**src/design/arfwd_pkg.sv**
```systemverilog
// Constants shared by the result formatting and window detection block
// Contract
// (RULE1) Right-justified: result sits in high byte bits 1:0 then low byte.
// (RULE2) Right-justified high bits 7:2 copy bit 9 if differential, else zero.
// (RULE3) Left-justified: result fills high byte and low bits 7:6; low 5:0 zero.
// (RULE4) Right-justified low byte holds result bits 7 to 0.
// (RULE5) Left-justified low bits 7:6 hold result LSBs; bits 5:0 constant zero.
// (RULE6) Differential codes are signed two's complement; single-ended unsigned.
// (RULE7) Every completed conversion is compared against the limits automatically.
// (RULE8) Out-of-bound result sets the window match flag and signals the system.
// (RULE9) Software can read the window match flag for polling.
// (RULE10) Limit ordering selects flagging inside or outside the window.
// (RULE11) Software loads each limit as separate high and low bytes.
// (RULE12) Less-than high byte supplies upper eight bits of less-than word.
// (RULE13) Greater-than low byte supplies low eight bits, resets to all ones.
// (RULE14) Compare 16-bit justified words, signed if differential; inside or outside.
// (RULE15) Result bytes and flag update in the same cycle conversion completes.
package arfwd_pkg;
  localparam logic [7:0] ADDR_RESULT_LOW  = 8'hBE;
  localparam logic [7:0] ADDR_RESULT_HIGH = 8'hBF;
  localparam logic [7:0] ADDR_UPPER_LOW   = 8'hC4;
  localparam logic [7:0] ADDR_UPPER_HIGH  = 8'hC5;
  localparam logic [7:0] ADDR_LOWER_LOW   = 8'hC6;
  localparam logic [7:0] ADDR_LOWER_HIGH  = 8'hC7;
  localparam logic [7:0] ADDR_CONTROL     = 8'hE8;
  localparam int         CTL_WIN_BIT      = 1;
  localparam int         CTL_LJST_BIT     = 0;
  localparam logic [7:0] RST_RESULT       = 8'h00;
  localparam logic [7:0] RST_UPPER        = 8'hFF;
  localparam logic [7:0] RST_LOWER        = 8'h00;
  localparam logic [7:0] RST_CONTROL      = 8'h00;
endpackage : arfwd_pkg

```
**src/design/arfwd_top.sv**
```systemverilog
// Result formatting, limit registers and window detector
`timescale 1ns/1ps
module arfwd_top (
  input  wire logic       clk,
  input  wire logic       rstn,
  input  wire logic [7:0] sfr_addr,
  input  wire logic       sfr_wr,
  input  wire logic [7:0] sfr_wdata,
  input  wire logic       sfr_rd,
  output logic      [7:0] sfr_rdata,
  input  wire logic       conv_done,
  input  wire logic [9:0] conv_data,
  input  wire logic       differential,
  output logic      [7:0] result_low_byte,
  output logic      [7:0] result_high_byte,
  output logic            window_match_flag,
  output logic            left_justify_select,
  output logic            window_event
);
  import arfwd_pkg::*;

  logic [7:0]  upper_limit_low_reg;
  logic [7:0]  upper_limit_high_reg;
  logic [7:0]  lower_limit_low_reg;
  logic [7:0]  lower_limit_high_reg;
  logic [15:0] word_next;
  logic [15:0] gt_word;
  logic [15:0] lt_word;
  logic        above_gt;
  logic        below_lt;
  logic        lt_over_gt;
  logic        match_next;

  // ----------------------------------------------------------------
  // Formatting of the raw result
  // ----------------------------------------------------------------
  always_comb begin
    if (left_justify_select) begin
      word_next = {conv_data, 6'h00}; // RULE3 RULE5
    end else if (differential) begin
      word_next = {{6{conv_data[9]}}, conv_data}; // RULE1 RULE2 RULE4 RULE6
    end else begin
      word_next = {6'h00, conv_data}; // RULE1 RULE2 RULE4
    end
  end

  // ----------------------------------------------------------------
  // Window compare
  // ----------------------------------------------------------------
  assign gt_word = {upper_limit_high_reg, upper_limit_low_reg}; // RULE13
  assign lt_word = {lower_limit_high_reg, lower_limit_low_reg}; // RULE12

  always_comb begin
    if (differential) begin
      above_gt   = $signed(word_next) > $signed(gt_word); // RULE14
      below_lt   = $signed(word_next) < $signed(lt_word);
      lt_over_gt = $signed(lt_word) > $signed(gt_word);
    end else begin
      above_gt   = word_next > gt_word; // RULE14
      below_lt   = word_next < lt_word;
      lt_over_gt = lt_word > gt_word;
    end
    match_next = lt_over_gt ? (above_gt && below_lt) : (above_gt || below_lt); // RULE10
  end

  // ----------------------------------------------------------------
  // Result bytes, loaded on completion or written by software
  // ----------------------------------------------------------------
  always_ff @(posedge clk or negedge rstn) begin
    if (!rstn) begin
      result_low_byte  <= RST_RESULT;
      result_high_byte <= RST_RESULT;
    end else if (conv_done) begin
      result_low_byte  <= word_next[7:0]; // RULE15
      result_high_byte <= word_next[15:8];
    end else if (sfr_wr && sfr_addr == ADDR_RESULT_LOW) begin
      result_low_byte  <= sfr_wdata;
    end else if (sfr_wr && sfr_addr == ADDR_RESULT_HIGH) begin
      result_high_byte <= sfr_wdata;
    end
  end

  // ----------------------------------------------------------------
  // Limit bytes, each loaded separately
  // ----------------------------------------------------------------
  always_ff @(posedge clk or negedge rstn) begin
    if (!rstn) begin
      upper_limit_low_reg  <= RST_UPPER; // RULE13
      upper_limit_high_reg <= RST_UPPER;
      lower_limit_low_reg  <= RST_LOWER;
      lower_limit_high_reg <= RST_LOWER;
    end else if (sfr_wr) begin
      if (sfr_addr == ADDR_UPPER_LOW)  upper_limit_low_reg  <= sfr_wdata; // RULE11
      if (sfr_addr == ADDR_UPPER_HIGH) upper_limit_high_reg <= sfr_wdata;
      if (sfr_addr == ADDR_LOWER_LOW)  lower_limit_low_reg  <= sfr_wdata;
      if (sfr_addr == ADDR_LOWER_HIGH) lower_limit_high_reg <= sfr_wdata;
    end
  end

  // ----------------------------------------------------------------
  // Control bits: flag set wins over a software clear
  // ----------------------------------------------------------------
  always_ff @(posedge clk or negedge rstn) begin
    if (!rstn) begin
      left_justify_select <= RST_CONTROL[CTL_LJST_BIT];
      window_match_flag   <= RST_CONTROL[CTL_WIN_BIT];
    end else begin
      if (sfr_wr && sfr_addr == ADDR_CONTROL) begin
        left_justify_select <= sfr_wdata[CTL_LJST_BIT];
      end
      if (conv_done && match_next) begin
        window_match_flag <= 1'b1; // RULE7 RULE8
      end else if (sfr_wr && sfr_addr == ADDR_CONTROL) begin
        window_match_flag <= sfr_wdata[CTL_WIN_BIT];
      end
    end
  end

  always_ff @(posedge clk or negedge rstn) begin
    if (!rstn) begin
      window_event <= 1'b0;
    end else begin
      window_event <= conv_done && match_next; // RULE8
    end
  end

  // ----------------------------------------------------------------
  // Read path
  // ----------------------------------------------------------------
  always_ff @(posedge clk or negedge rstn) begin
    if (!rstn) begin
      sfr_rdata <= 8'h00;
    end else if (sfr_rd) begin
      unique case (sfr_addr)
        ADDR_RESULT_LOW:  sfr_rdata <= result_low_byte;
        ADDR_RESULT_HIGH: sfr_rdata <= result_high_byte;
        ADDR_UPPER_LOW:   sfr_rdata <= upper_limit_low_reg;
        ADDR_UPPER_HIGH:  sfr_rdata <= upper_limit_high_reg;
        ADDR_LOWER_LOW:   sfr_rdata <= lower_limit_low_reg;
        ADDR_LOWER_HIGH:  sfr_rdata <= lower_limit_high_reg;
        ADDR_CONTROL:     sfr_rdata <= {6'h00, window_match_flag, left_justify_select}; // RULE9
        default:          sfr_rdata <= 8'h00;
      endcase
    end
  end
endmodule // arfwd_top

```
**config.mk**
```make
export PLATFORM = sky130hd
export DESIGN_NAME = arfwd_top
export DESIGN_NICKNAME = d
export VERILOG_FILES = /design/src/design/arfwd_pkg.sv /design/src/design/arfwd_top.sv
export SDC_FILE = /design/constraint.sdc
export NUM_CORES = 1
export LEC_CHECK = 0
export ABC_AREA = 1
export BUFFER_PORTS_ARGS = -buffer_cell sky130_fd_sc_hd__buf_2
export CELL_PAD_IN_SITES_DETAIL_PLACEMENT = 1
export CELL_PAD_IN_SITES_GLOBAL_PLACEMENT = 1
export CORE_MARGIN = 10
export CORE_UTILIZATION = 46
export DETAILED_ROUTE_END_ITERATION = 12
export PLACE_DENSITY_LB_ADDON = 0.2
export SKIP_CTS_REPAIR_TIMING = 1
export SLEW_MARGIN = 20
export SYNTH_ARGS = -nofsm -noshare
export SYNTH_HDL_FRONTEND = slang
export SYNTH_SLANG_ARGS = --single-unit
```
**constraint.sdc**
```tcl
create_clock -name clk -period 5.8 [get_ports clk]
set_input_delay 0.58 -clock clk [delete_from_list [all_inputs] [get_ports clk]]
set_output_delay 0.58 -clock clk [all_outputs]
set_load 0.05 [all_outputs]
```
==> out/results.ini <==
[layout]
nets = 688
post-route-cell-area_sq_um = 4730
areaGrowthSynthToFinish_pct = 13.0
fill_cells = 1160
post-route-util_pct = 53.7
drive_gt1_share_pct = 18.8
n_antenna_cell = 0

[logic_synthesis]
yosys.cell_types.count = 36
netlist_area_sq_um = 4180
synth_edf_count = 0
yosys_warnings = 0
yosys.area.top_type_share_pct = 25.7
ys_top_cells_by_area = dfrtp_1, ha_1, nand2_1
synth_seq_cells = 59
synthArstFlopShare_pct = 100
ys_top_cells_by_count = nand2_1, inv_1, o21ai_0, ha_1, dfrtp_1
yosys.area.top_type = dfrtp_1
syn_inst = 552
yosysMostFrequentCell = nand2_1
yosysSeqAreaShare_pct = 35.8
synthesis.nets = 629
synth_top_flop_cell = dfrtp_1
syn_avg_cell_area_sq_um = 7.58

[routing]
wl_met1_um = 6020
viasPerCell = 5.62
drt_iter0_drc = 263
via_count = 4066
drt_pass1_iterations = 4
routedWlPerCell_um = 19.5
route.met2.wl_um = 6930
topRoutingLayerUsed = met4
drc = 0
wl_met3_um = 852
postRouteAntennaNets = 0
wl_um = 14100

[die]
initial_core_util_pct = 47.5
io_pins = 59
die_h_um = 115
std_cell_rows = 34
die-area_sq_um = 13300
core_area_sq_um = 8810
fp.dieW_um = 115

[worst_hold_path]
min_path_type = in -> async

[setup_path]
r2r_start = left_justify_select
endpoint_kind = flip-flop
regToRegSetupSlack_ps = 2900
cp-start-kind = flip-flop
worstPathRequired_ps = 6050
critPathKind = reg -> reg
arrival_ps = 3140
path_max_fanout = 15
crit_start = left_justify_select

[sta]
setup_violations = 0
fin_tns_setup_ps = 0
period_minus_slack_ps = 2900
worst_slew_pin_slew_ps = 795
finalHoldViolCount = 0
fin_crit_sh_pct = 50.0
hold_slack_ps = 342
drv_slew = 0
skew_ps = 10.2
rsz0062_at_grt = no
max_slew_margin_pct = 46.9
max_freq_mhz = 345

[cts]
cts.sinks = 59
insertion_delay_ps = 360
tritoncts = done
cts-root-buf = clkbuf_8
cts_max_path_buffers = 2
cts_buffers = 9
cts_htree_levels = 3
clkTransAtPathRegs_ps = 80

[global_route]
grt_pass1_wl_um = 23300
grt_usage_pct = 22.6
grt_pass1_vias = 4432
gr-total-overflow = 0
grt_start_max_net_pins = 60
antenna_found_initial = 0

[placed_design]
hpwl_um = 11400
place.gp.congestion = 0.874
io_buffer_count = 58
dpl_cell_area_sq_um = 4540

[pwr]
peakVddDrop_mv = 0.141
power.density_nw_per_um2 = 233
leakage_nw = 2.35

[run]
max_cap_viol_count = 0

[status]
status = complete, no violations

[power breakdown]
group          internal (W)  total (W)  switching, W  leakage (nW)
Sequential         0.000438   0.000457     0.0000185         0.734
Clock              0.000179   0.000366      0.000187        0.0915
Combinational     0.0000833   0.000281      0.000198          1.53
Total              0.000701    0.00110      0.000403          2.35
[stage by stage]
stage | cells | power (W) | setup slack, ps
after global routing | 724 | 0.00117 | 2580
after CTS | 724 | 0.00111 | 2880
after detailed placement | 708 | 0.000744 | 2910
after global placement | 708 | 0.000732 | 2990
final | 724 | 0.00110 | 2900
after floorplan | 552 | 0.000648 | 3400
[placed cells by master (no fill, tap or decap), types with 2 or more instances in the layout]
cell and instances:
a31oi_1 8, nand2_1 138, nand3_4 2, dfstp_2 16
clkinvlp_4 2, a22oi_1 6, nand3_1 18, nor2_1 34
nor2_2 4, buf_2 58, dfrtp_1 43, clkbuf_8 11
ha_1 45, nor3_1 7, nor2_4 3, o211ai_1 2
o21ai_0 57, inv_2 2, o21ai_2 2, clkinv_4 2
o22ai_1 15, nand4_1 2, inv_1 83, o21ai_1 3
mux2_2 7, a21oi_1 35
[final timing paths]
| check | depth (start not counted) | endpoint |
|---|---|---|
| worst min register to register | 2 | upper_limit_high_reg[7] |
| worst max register to register | 16 | window_match_flag |
| max in group asynchronous | 2 | lower_limit_low_reg[1] |
| worst min-delay path | 2 | result_high_byte[0] |
| worst max-delay path | 16 | window_match_flag |
| min in group clk | 2 | upper_limit_high_reg[7] |
[cell families after synthesis]
kind of cell    Yosys count  share of synthesized area (%)
compound gates          132                           17.4
fa+ha+maj                45                           13.5
buf+inv                  97                           9.60
flops                    59                           35.8
mux                       7                           1.88
simple gates            212                           21.9
[final cells by class]
class / count / area (sq um) / area share, %
Clock buffer: 11 / 151 / 3.20
Clock inverter: 5 / 37.5 / 0.794
Sequential cell: 59 / 1500 / 31.6
Multi-Input combinational cell: 396 / 2290 / 48.3
Tap cell: 108 / 135 / 2.86
Inverter: 86 / 325 / 6.88
Timing Repair Buffer: 59 / 298 / 6.30
[critical path, stage by stage, from the launching register on]
cell,delay [ps]
dfrtp_1,520
inv_1,360
o21ai_0,300
o21ai_0,150
inv_1,110
ha_1,280
nand2_1,60
inv_1,50
nand3_1,130
nor3_1,320
nand2_1,130
nand3_1,80
nand2_1,50
nand2_1,50
nand2_1,40
nand2_1,80
nand2_1,50
[per-layer routing]
layer  global-route usage, %  vias up
met1                    28.3     1997
met5                       0        -
met4                    8.53        0
met2                    38.2       90
met3                    3.65       23
li1                        -     1956
Note: power is estimated with default switching activity, not from simulation.
